--- config.mk ---
export PLATFORM = sky130hd
export DESIGN_NAME = svm_supply_monitor
export DESIGN_NICKNAME = d
export VERILOG_FILES = /design/src/design/svm_pkg.sv /design/src/design/svm_supply_monitor.sv /design/src/design/svm_sync3.sv
export VERILOG_INCLUDE_DIRS = /design/src /design/src/design
export SDC_FILE = /design/constraint.sdc
export NUM_CORES = 1
export LEC_CHECK = 0
export BUFFER_PORTS_ARGS = -buffer_cell sky130_fd_sc_hd__buf_4
export CAP_MARGIN = 40
export CORE_ASPECT_RATIO = 0.6
export CORE_MARGIN = 8
export CORE_UTILIZATION = 44
export CTS_BUF_LIST = sky130_fd_sc_hd__clkbuf_2 sky130_fd_sc_hd__clkbuf_4 sky130_fd_sc_hd__clkbuf_8
export CTS_CLUSTER_DIAMETER = 80
export DETAILED_ROUTE_END_ITERATION = 12
export GPL_TIMING_DRIVEN = 0
export PLACE_DENSITY = 0.8
export SLEW_MARGIN = 20
export SYNTH_ARGS = -nofsm -noshare
export SYNTH_HDL_FRONTEND = slang
export SYNTH_SLANG_ARGS = --single-unit
--- constraint.sdc ---
create_clock -name CLK_SYS -period 1.85 [get_ports CLK_SYS]
set_input_delay 0.185 -clock CLK_SYS [delete_from_list [all_inputs] [get_ports CLK_SYS]]
set_output_delay 0.185 -clock CLK_SYS [all_outputs]
set_load 0.05 [all_outputs]
--- src/design/svm_regs.svh ---
// register map, field positions, reset values and timing of the monitor
`ifndef SVM_REGS_SVH
`define SVM_REGS_SVH

// control register address
`define SVM_CTRL_ADDR       16'hFF78
`define SVM_CTRL_RESET      8'h00
// control register fields
`define SVM_BIT_ENABLE      3'h7
`define SVM_BIT_MODE        3'h1
`define SVM_BIT_FLAG        3'h0
// mask flag value after external reset
`define SVM_MASK_RESET      1'h1
// comparator start-up time and clock period, in ns
`define SVM_WARMUP_NS       200000
`define SVM_CLK_PERIOD_NS   100

`endif

--- src/design/svm_pkg.sv ---
// types shared by the supply monitor design
package svm_pkg;

  // monitor activity, gray coded along off -> warmup -> watch
  typedef enum logic [1:0] {
    SVM_OFF    = 2'h0,
    SVM_WARMUP = 2'h1,
    SVM_WATCH  = 2'h3
  } svm_state_e;

  typedef logic [7:0] svm_byte_t;

endpackage

--- src/design/svm_supply_monitor.sv ---
// supply monitor control register, flag, interrupt and reset request

`include "svm_regs.svh"

module svm_supply_monitor #(
  parameter int WARMUP_CYCLES =
    (`SVM_WARMUP_NS + `SVM_CLK_PERIOD_NS - 1) / `SVM_CLK_PERIOD_NS
) (
  input  wire logic       CLK_SYS,
  input  wire logic       RST_B,
  input  wire logic       POWER_ON_CLEAR,
  input  wire logic       WATCHDOG_RESET,
  input  wire logic       SUPPLY_BELOW,
  input  wire logic [15:0] REG_ADDR,
  input  wire logic       REG_BYTE_WR,
  input  wire logic [7:0] REG_WDATA,
  input  wire logic       REG_BIT_WR,
  input  wire logic [2:0] REG_BIT_SEL,
  input  wire logic       REG_BIT_VAL,
  input  wire logic       REG_RD,
  output logic [7:0]      REG_RDATA,
  input  wire logic       CAUSE_RD,
  input  wire logic       MASK_WR,
  input  wire logic       MASK_WDATA,
  output logic            SUPPLY_IRQ_MASK,
  output logic            SUPPLY_LOW_IRQ,
  output logic            SUPPLY_RST_REQ,
  output logic            SUPPLY_RESET_CAUSE_FLAG,
  output logic            COMPARATOR_ON,
  output logic            COMPARATOR_READY
);

  localparam int CW = $clog2(WARMUP_CYCLES + 1);

  // true when an access targets the control register
  function automatic logic ctrl_hit(input logic [15:0] addr);
    ctrl_hit = (addr == `SVM_CTRL_ADDR);
  endfunction

  logic                 below_sync;
  logic                 monitor_enable_r;
  logic                 monitor_enable_nxt;
  logic                 reset_mode_select_r;
  logic                 reset_mode_select_nxt;
  logic                 below_threshold_flag_r;
  logic                 below_threshold_flag_nxt;
  logic                 irq_r;
  logic                 irq_nxt;
  logic                 rst_req_r;
  logic                 rst_req_nxt;
  logic                 cause_r;
  logic                 cause_nxt;
  logic                 mask_r;
  logic                 mask_nxt;
  svm_pkg::svm_byte_t   rdata_r;
  svm_pkg::svm_byte_t   rdata_nxt;
  svm_pkg::svm_byte_t   ctrl_view;
  svm_pkg::svm_state_e  state_r;
  svm_pkg::svm_state_e  state_nxt;
  logic [CW-1:0]        warm_cnt_r;
  logic [CW-1:0]        warm_cnt_nxt;
  logic                 ready_r;
  logic                 ready_nxt;
  logic                 other_reset;

  // comparator level brought into the clock domain
  svm_sync3 u_sync (
    .CLK_SYS   (CLK_SYS),
    .RST_B     (RST_B),
    .async_in  (SUPPLY_BELOW),
    .level_out (below_sync)
  );

  // any reset source other than the monitor itself
  assign other_reset = !RST_B || POWER_ON_CLEAR || WATCHDOG_RESET;

  // control register as software sees it; reserved bits read zero
  always_comb begin
    ctrl_view = `SVM_CTRL_RESET;
    ctrl_view[`SVM_BIT_ENABLE] = monitor_enable_r;
    ctrl_view[`SVM_BIT_MODE] = reset_mode_select_r;
    ctrl_view[`SVM_BIT_FLAG] = below_threshold_flag_r;
  end

  // enable and mode bits: byte or single-bit writes, flag bit ignored
  always_comb begin
    monitor_enable_nxt = monitor_enable_r;
    reset_mode_select_nxt = reset_mode_select_r;
    if (REG_BYTE_WR && ctrl_hit(REG_ADDR)) begin
      monitor_enable_nxt = REG_WDATA[`SVM_BIT_ENABLE];
      reset_mode_select_nxt = REG_WDATA[`SVM_BIT_MODE];
    end else if (REG_BIT_WR && ctrl_hit(REG_ADDR)) begin
      if (REG_BIT_SEL == `SVM_BIT_ENABLE) begin
        monitor_enable_nxt = REG_BIT_VAL;
      end
      if (REG_BIT_SEL == `SVM_BIT_MODE) begin
        reset_mode_select_nxt = REG_BIT_VAL;
      end
    end
    if (other_reset) begin
      monitor_enable_nxt = 1'h0;
      reset_mode_select_nxt = 1'h0;
    end
  end

  always_ff @(posedge CLK_SYS) begin
    monitor_enable_r <= monitor_enable_nxt;
    reset_mode_select_r <= reset_mode_select_nxt;
  end

  // flag follows the comparator only while enabled
  always_comb begin
    below_threshold_flag_nxt = monitor_enable_r && below_sync;
    if (!RST_B) begin
      below_threshold_flag_nxt = 1'h0;
    end
  end

  always_ff @(posedge CLK_SYS) begin
    below_threshold_flag_r <= below_threshold_flag_nxt;
  end

  // interrupt and reset requests from the flag and the mode
  always_comb begin
    irq_nxt = 1'h0;
    rst_req_nxt = 1'h0;
    if (monitor_enable_r && !reset_mode_select_r) begin
      irq_nxt = below_threshold_flag_r;
    end
    if (monitor_enable_r && reset_mode_select_r) begin
      rst_req_nxt = below_threshold_flag_r;
    end
    if (other_reset) begin
      irq_nxt = 1'h0;
      rst_req_nxt = 1'h0;
    end
  end

  always_ff @(posedge CLK_SYS) begin
    irq_r <= irq_nxt;
    rst_req_r <= rst_req_nxt;
  end

  // reset-cause flag: set wins over a read clear; watchdog keeps it
  always_comb begin
    cause_nxt = cause_r;
    if (CAUSE_RD) begin
      cause_nxt = 1'h0;
    end
    if (rst_req_r) begin
      cause_nxt = 1'h1;
    end
    if (!RST_B || POWER_ON_CLEAR) begin
      cause_nxt = 1'h0;
    end
  end

  always_ff @(posedge CLK_SYS) begin
    cause_r <= cause_nxt;
  end

  // supply interrupt mask, set by the external reset input
  always_comb begin
    mask_nxt = mask_r;
    if (MASK_WR) begin
      mask_nxt = MASK_WDATA;
    end
    if (!RST_B) begin
      mask_nxt = `SVM_MASK_RESET;
    end
  end

  always_ff @(posedge CLK_SYS) begin
    mask_r <= mask_nxt;
  end

  // read data, registered; unmapped addresses read zero
  always_comb begin
    rdata_nxt = rdata_r;
    if (REG_RD) begin
      rdata_nxt = ctrl_hit(REG_ADDR) ? ctrl_view : `SVM_CTRL_RESET;
    end
    if (!RST_B) begin
      rdata_nxt = `SVM_CTRL_RESET;
    end
  end

  always_ff @(posedge CLK_SYS) begin
    rdata_r <= rdata_nxt;
  end

  // comparator start-up tracker; ready after the start-up time
  always_comb begin
    state_nxt = state_r;
    warm_cnt_nxt = warm_cnt_r;
    case (state_r)
      svm_pkg::SVM_OFF: begin
        warm_cnt_nxt = '0;
        if (monitor_enable_r) begin
          state_nxt = svm_pkg::SVM_WARMUP;
        end
      end
      svm_pkg::SVM_WARMUP: begin
        warm_cnt_nxt = warm_cnt_r + CW'(1);
        if (!monitor_enable_r) begin
          state_nxt = svm_pkg::SVM_OFF;
        end else if (warm_cnt_r == CW'(WARMUP_CYCLES - 1)) begin
          state_nxt = svm_pkg::SVM_WATCH;
        end
      end
      svm_pkg::SVM_WATCH: begin
        if (!monitor_enable_r) begin
          state_nxt = svm_pkg::SVM_OFF;
        end
      end
      default: begin
        state_nxt = svm_pkg::SVM_OFF;
      end
    endcase
    if (other_reset) begin
      state_nxt = svm_pkg::SVM_OFF;
      warm_cnt_nxt = '0;
    end
    // ready is registered so the output comes from a flip-flop
    ready_nxt = (state_nxt == svm_pkg::SVM_WATCH);
  end

  always_ff @(posedge CLK_SYS) begin
    state_r <= state_nxt;
    warm_cnt_r <= warm_cnt_nxt;
    ready_r <= ready_nxt;
  end

  // outputs straight from flip-flops
  assign REG_RDATA = rdata_r;
  assign SUPPLY_IRQ_MASK = mask_r;
  assign SUPPLY_LOW_IRQ = irq_r;
  assign SUPPLY_RST_REQ = rst_req_r;
  assign SUPPLY_RESET_CAUSE_FLAG = cause_r;
  assign COMPARATOR_ON = monitor_enable_r;
  assign COMPARATOR_READY = ready_r;

endmodule // svm_supply_monitor

--- src/design/svm_sync3.sv ---
// three-stage synchroniser with agreement filter for one async level
module svm_sync3 (
  input  wire logic CLK_SYS,
  input  wire logic RST_B,
  input  wire logic async_in,
  output logic      level_out
);

  logic [2:0] stage_r;
  logic [2:0] stage_nxt;
  logic       level_r;
  logic       level_nxt;

  // shift in; first stage feeds only the second
  always_comb begin
    stage_nxt = {stage_r[1:0], async_in};
    level_nxt = level_r;
    if (stage_r[1] == stage_r[2]) begin
      level_nxt = stage_r[2];
    end
    if (!RST_B) begin
      stage_nxt = 3'h0;
      level_nxt = 1'h0;
    end
  end

  // registers only
  always_ff @(posedge CLK_SYS) begin
    stage_r <= stage_nxt;
    level_r <= level_nxt;
  end

  assign level_out = level_r;

endmodule // svm_sync3

==> impl_metrics.py, run 1 <==
metrics = {
    "layout": {
        "layout.nets": 232,
        "n_antenna_cell": 0,
        "layout-drive-gt1-share": 0.284,
        "syn_to_final_growth_pct": 33.2,
        "layout_commonest_cell": "buf_4",
        "mostFrequentLayoutCells": "46 x buf_4, 26 x dfxtp_1, 12 x a21oi_1",
        "fin_cells": 224,
    },
    "worst_setup_path": {
        "crit_type": "reg -> reg",
        "worst_setup_path_start_kind": "register",
        "cp.required_ps": 2050,
        "r2r_start": "warm_cnt_r[0]$_SDFFE_PP0P_",
        "cp_slowest_cell": "or4_1",
        "max_stage_delay_ps": 400,
        "cp_max_fo": 6,
        "end_kind": "register",
        "arrival_ps": 1940,
        "path_cells": "ha_2 > nand3_1 > or2_2 > or4_1 > a31oi_1",
        "critPathLaunch": "warm_cnt_r[0]$_SDFFE_PP0P_",
    },
    "timing": {
        "whs_ps": 85.4,
        "drv_slew": 0,
        "finClkSkew_ps": 5.50,
        "max_freq_mhz": 574,
        "slew_headroom": 0.480,
        "min_period_ps": 1740,
        "fin_crit_sh": 0.942,
        "worstMarginPinSlew_ps": 773,
        "setup_viol": 0,
        "rsz0062_at_grt": "false",
        "hold_viol_final": 0,
        "fin_ws_ps": 108,
    },
    "clock_network": {
        "postCtsSetupBuffers": 0,
        "cts_root_buf": "clkbuf_8",
        "cts_tree": "done",
        "cts-htree-levels": 1,
        "clk_latency_ps": 270,
        "cts_hold_buf": 0,
        "clk_pin_slew_ps": 90,
        "cts_resized": 0,
        "cts_buffers": 3,
        "clockBufferDepth": 2,
        "cts.sinks": 28,
    },
    "place": {
        "io_buffers": 41,
        "preCtsSetupSlack_ps": -112,
        "dp.cells": 221,
        "hpwl_mm": 2.70,
        "routabilityCongestion": 0.881,
    },
    "yosys": {
        "netlist_instances": 142,
        "synth_top_area_cell": "dfxtp_1",
        "yosysSeqAreaShare": 0.453,
        "synth.distinct_cells": 34,
        "synth-seq-cells": 28,
        "synth.area.top_cells": "dfxtp_1 45%, a21oi_1 4.8%, a31oi_1 3.5%",
        "syn_area_um2": 1240,
        "ys_warn_count": 0,
        "yosys.area.top_type_share": 0.453,
        "syn_avg_cell_area_um2": 8.72,
    },
    "detailed_routing": {
        "wl_mm": 3.28,
        "drc": 0,
        "vias_per_cell": 5.50,
        "wire_per_inst_um": 14.7,
        "drt_iter0_markers": 99,
        "drt_first_pass_iters": 4,
        "vias": 1233,
        "antenna_left": 0,
    },
    "power_and_ir_drop": {
        "p_seq_frac": 0.581,
        "pwr-share-clk": 0.306,
        "internal_power_w": 0.000816,
        "power_leakage_nw": 0.679,
        "peakVddDrop_uv": 233,
        "powerDensity_nw_per_um2": 634,
        "p_switching_w": 0.000230,
        "switching_share": 0.220,
        "combPwrFrac": 0.113,
    },
    "global_routing": {
        "grt_usage": 0.135,
        "grt_pass1_vias": 1271,
        "grt-ovfl-total": 0,
        "grt_max_degree": 15,
        "grt_first_pass_wirelength_mm": 5.44,
        "antenna_found_initial": 0,
    },
    "job": {
        "cap_viol_max_count": 0,
    },
    "status": {
        "status": "complete, no violations",
    },
    "floorplan": {
        "fp.dieW_um": 84.5,
        "start_util": 0.446,
        "die_height_um": 57.1,
        "dieArea_um2": 4820,
        "rows": 15,
        "design.core.area_um2": 2780,
        "ioPinCount": 53,
    },
    "worst_hold_path": {
        "worstHoldPathType": "in -> reg",
        "hold_start": "POWER_ON_CLEAR",
    },
}
[power by group through the flow]
stage | clock network, W | registers, W | logic (W)
4_1_cts | 0.000329 | 0.000608 | 0.000118
3_3_place_gp | 0 | 0.000622 | 0.000115
6_report | 0.000320 | 0.000608 | 0.000118
5_1_grt | 0.000349 | 0.000608 | 0.000127
2_1_floorplan | 0 | 0.000626 | 0.0000504
3_5_place_dp | 0 | 0.000622 | 0.000118
[flip-flops by register name (all words and copies together) (netlist names), 2 cells and up]
| signal | flops |
|---|---|
| REG_RDATA | 3 |
| u_sync.stage_r | 3 |
| state_r | 2 |
| warm_cnt_r | 11 |
[per-layer routing]
| metal | share of wire | wire length (um) | vias to the layer above | global-route usage |
|---|---|---|---|---|
| met1 | 0.44 | 1430 | 572 | 0.154 |
| li1 | - | - | 615 | - |
| met5 | 0 | 0 | - | 0 |
| met3 | 0.075 | 245 | 2 | 0.0458 |
| met2 | 0.48 | 1580 | 44 | 0.231 |
| met4 | 0.0085 | 28 | 0 | 0.0503 |
[synthesized netlist by cell type]
cell type / count
nor2_1: 10
nand3b_1: 2
and4_1: 1
nor3_1: 5
o211ai_1: 2
or4b_1: 1
conb_1: 1
or3b_2: 1
a21oi_1: 12
or4_1: 4
o21ai_0: 7
clkbuf_1: 3
dfxtp_1: 28
nor3b_1: 3
a41o_1: 1
nor4_1: 1
nand4_1: 4
nand4b_1: 1
ha_1: 1
nand2_1: 9
a31oi_1: 7
inv_1: 2
and2_1: 3
mux2i_1: 3
nor4b_1: 1
or3_1: 1
a21boi_0: 4
nand3_1: 5
and3_1: 6
a21o_1: 2
buf_4: 5
nand2b_1: 4
or2_2: 1
a22oi_1: 1
[critical path: cells and delay by family, from the launching register on]
family          cells  cell delay, ps
simple gates        3             930
fa+ha+maj           1             200
flops               1             370
compound gates      1             180
[logic make-up after synthesis]
family                     count (synthesis)  synth area share
other                                      1           0.00303
adders and majority gates                  1            0.0101
buffers and inverters                     10            0.0455
muxes                                      3            0.0242
and+or+nand+nor                           63             0.290
AOI/OAI and AO/OA                         36             0.175
DFF                                       28             0.453
[area by class of cell]
cell class / instances / area, um2
clock buffers: 3 / 41.3
repair buffers: 41 / 308
plain buffers: 8 / 48.8
multi-input cells: 108 / 639
inverters: 2 / 7.51
fillers: 258 / 1130
well taps: 34 / 42.5
flip-flops and latches: 28 / 563
[worst paths after layout]
path / cells past startpoint / endpoint / slack [ps]
worst min register to register: 1 / u_sync.stage_r[1]$_SDFF_PN0_ / 460
worst max-delay path: 5 / warm_cnt_r[10]$_SDFFE_PP0P_ / 110
worst max register to register: 5 / warm_cnt_r[10]$_SDFFE_PP0P_ / 110
worst min-delay path: 2 / SUPPLY_RESET_CAUSE_FLAG$_SDFFE_PP0P_ / 90
[through the flow]
stage / utilization / TNS (ps) / power (W) / cell area, um2
after global placement: 0.577 / -59.3 / 0.000737 / 1600
after global routing: 0.594 / 0 / 0.00108 / 1650
after detailed placement: 0.577 / -352 / 0.000740 / 1600
final: 0.594 / 0 / 0.00105 / 1650
after floorplan: - / 0 / 0.000676 / 1250
after CTS: 0.592 / 0 / 0.00105 / 1650
Note: power is estimated with default switching activity, not from simulation.
==> inputs of run 2 (changes only) <==
SYNTH_HIERARCHICAL = 1   (was default)
==> run 2 against run 1 <==
Wire length fell by 0.37%; synthesized cell count did not move; die area rose by 0.15%; core utilization rose by 0.63 points; clock-buffer cell count rose by 1; power rose by 6.1%; register-to-register slack got worse by 20 ps; sequential cell count did not move; critical endpoint unchanged; final cell count rose by 0.45%.
==> impl_metrics.py, run 2 <==
metrics = {
    "status": {
        "status": "complete, no violations",
    },
    "power_and_ir_drop": {
        "power_leakage_nw": 0.688,
        "total_power_w": 0.00111,
        "peakVddDrop_uv": 351,
        "powerDensity_nw_per_um2": 665,
    },
    "clock_network": {
        "cts-htree-levels": 1,
        "cts_tree": "done",
        "cts_root_buf": "clkbuf_8",
        "clk_pin_slew_ps": 90,
        "cts.sinks": 28,
        "postCtsSetupBuffers": 0,
        "clockBufferDepth": 2,
        "cts_buffers": 3,
        "clk_latency_ps": 280,
    },
    "timing": {
        "rsz0062_at_grt": "false",
        "hold_viol_final": 0,
        "max_freq_mhz": 569,
        "drv_slew": 0,
        "finClkSkew_ps": 3.53,
        "slew_headroom": 0.492,
        "fin_crit_sh": 0.951,
        "min_period_ps": 1760,
        "whs_ps": 81.5,
        "setup_viol": 0,
        "worstMarginPinSlew_ps": 755,
    },
    "worst_setup_path": {
        "critPathLaunch": "warm_cnt_r[1]$_SDFFE_PP0P_",
        "worst_r2r_endpoint": "warm_cnt_r[10]$_SDFFE_PP0P_",
        "arrival_ps": 1970,
        "cp_max_fo": 5,
        "cp.required_ps": 2060,
        "crit_type": "reg -> reg",
        "endpoint": "warm_cnt_r[10]$_SDFFE_PP0P_",
        "end_kind": "register",
        "r2r_start": "warm_cnt_r[1]$_SDFFE_PP0P_",
        "r2r_cells": 5,
        "worst_setup_path_start_kind": "register",
        "r2r_setup_slack_ps": 90,
    },
    "place": {
        "placed_area_um2": 1610,
        "io_buffers": 41,
        "hpwl_mm": 2.63,
        "dp.cells": 221,
        "routabilityCongestion": 0.874,
    },
    "layout": {
        "n_antenna_cell": 0,
        "largest_reg_flops": 11,
        "mostFrequentLayoutCells": "46 x buf_4, 27 x dfxtp_1, 12 x a21oi_1",
        "layout_commonest_cell": "buf_4",
        "finish.instance_area_um2": 1670,
        "syn_to_final_growth_pct": 34.4,
        "top_register": "warm_cnt_r",
        "layout-drive-gt1-share": 0.288,
        "fin_cells": 225,
        "layout.nets": 232,
    },
    "yosys": {
        "synth_top_flop_cell": "dfxtp_1",
        "synth_top_cells_by_count": "28 x dfxtp_1, 12 x a21oi_1, 11 x nor2_1, 7 x nand2_1, 7 x nand3_1",
        "synth-seq-cells": 28,
        "yosys.area.top_type_share": 0.452,
        "synth_most_common_cell": "dfxtp_1",
        "syn_area_um2": 1240,
        "ys_warn_count": 6,
        "synth_enable_flop_cells": 0,
        "netlist_instances": 142,
        "syn_avg_cell_area_um2": 8.74,
        "synth.distinct_cells": 38,
        "async_flop_share": 0,
        "yosysSeqAreaShare": 0.452,
        "synth.area.top_cells": "dfxtp_1 45%, a21oi_1 4.8%, nor2_1 3.3%",
        "synth_top_area_cell": "dfxtp_1",
    },
    "detailed_routing": {
        "drc": 0,
        "wire_per_inst_um": 14.5,
        "vias": 1257,
        "drt_iter0_markers": 144,
        "vias_per_cell": 5.59,
        "drt_first_pass_iters": 4,
        "antenna_left": 0,
        "wl_mm": 3.27,
    },
    "global_routing": {
        "antenna_found_initial": 0,
        "grt-ovfl-total": 0,
        "gr-usage-met1": 0.160,
        "grt_max_degree": 16,
        "grt_pass1_vias": 1257,
        "grt_usage": 0.136,
        "grtUsageMet2": 0.217,
        "busiest_layer": "met2",
        "grt_first_pass_wirelength_mm": 5.38,
        "met3_usage": 0.0472,
    },
    "floorplan": {
        "start_util": 0.447,
        "fp.dieW_um": 84.6,
        "die_height_um": 57.1,
        "dieArea_um2": 4830,
        "design.core.area_um2": 2780,
        "ioPinCount": 53,
        "rows": 15,
    },
    "worst_hold_path": {
        "worstHoldPathType": "in -> reg",
        "hold_start": "POWER_ON_CLEAR",
    },
    "job": {
        "cap_viol_max_count": 0,
    },
}
-- run 2: kinds of logic after synthesis --
group,synth area share
multiplexers,0.0242
buffers and inverters,0.0454
adder cells (fa/ha/maj),0.0101
flip-flops,0.452
AO/OA/AOI/OAI,0.177
AND/OR/NAND/NOR,0.288
other,0.00302
-- run 2: layout make-up --
class	instances	area (um2)
fillers	239	1110
multi-input cells	108	644
flip-flops and latches	28	562
repair buffers	41	308
clock buffers	4	55.1
plain buffers	8	48.8
well taps	34	42.5
inverters	2	7.51
-- run 2: worst min-delay path by stage --
stage	to	slack, ps	cells past startpoint
floorplan	SUPPLY_IRQ_MASK$_SDFFE_PN1P_	250	1
CTS	SUPPLY_RESET_CAUSE_FLAG$_SDFFE_PP0P_	80	2
global route	SUPPLY_RESET_CAUSE_FLAG$_SDFFE_PP0P_	80	2
global placement	SUPPLY_RESET_CAUSE_FLAG$_SDFFE_PP0P_	370	2
finish	SUPPLY_RESET_CAUSE_FLAG$_SDFFE_PP0P_	80	2
detailed placement	SUPPLY_RESET_CAUSE_FLAG$_SDFFE_PP0P_	380	2
-- run 2: repair_timing --
| action | CTS | global route |
|---|---|---|
| gates resized for setup | 0 | 2 |
| hold buffers | 0 | 0 |
| endpoints found under the setup margin | 0 | 2 |
-- run 2: metal layers --
| metal | wire (um) | share of wire | vias up |
|---|---|---|---|
| met3 | 269 | 0.082 | 4 |
| met4 | 59 | 0.018 | 0 |
| li1 | - | - | 616 |
| met1 | 1480 | 0.45 | 579 |
| met2 | 1460 | 0.45 | 58 |
| met5 | 0 | 0 | - |
-- run 2: metrics by stage --
step / setup slack, ps / TNS (ps) / util
after detailed placement: -98.1 / -226 / 0.578
after floorplan: 106 / 0 / -
after CTS: 15.9 / 0 / 0.598
after global placement: -57.8 / -57.8 / 0.578
final: 91.5 / 0 / 0.600
after global routing: 11.7 / 0 / 0.600
-- run 2: worst max-delay path: stages (launching register included) --
cell and delay, ps:
dfxtp_1 380, ha_1 230, nand3_2 140, or2_2 340, or4_1 410, a31oi_1 180
-- run 2: where the power goes --
part	total (W)	switching [W]	internal, W	leakage (nW)
registers	0.000608	0.00000184	0.000606	0.227
clock network	0.000384	0.000193	0.000191	0.0288
logic	0.000118	0.0000550	0.0000633	0.433
total	0.00111	0.000249	0.000860	0.688
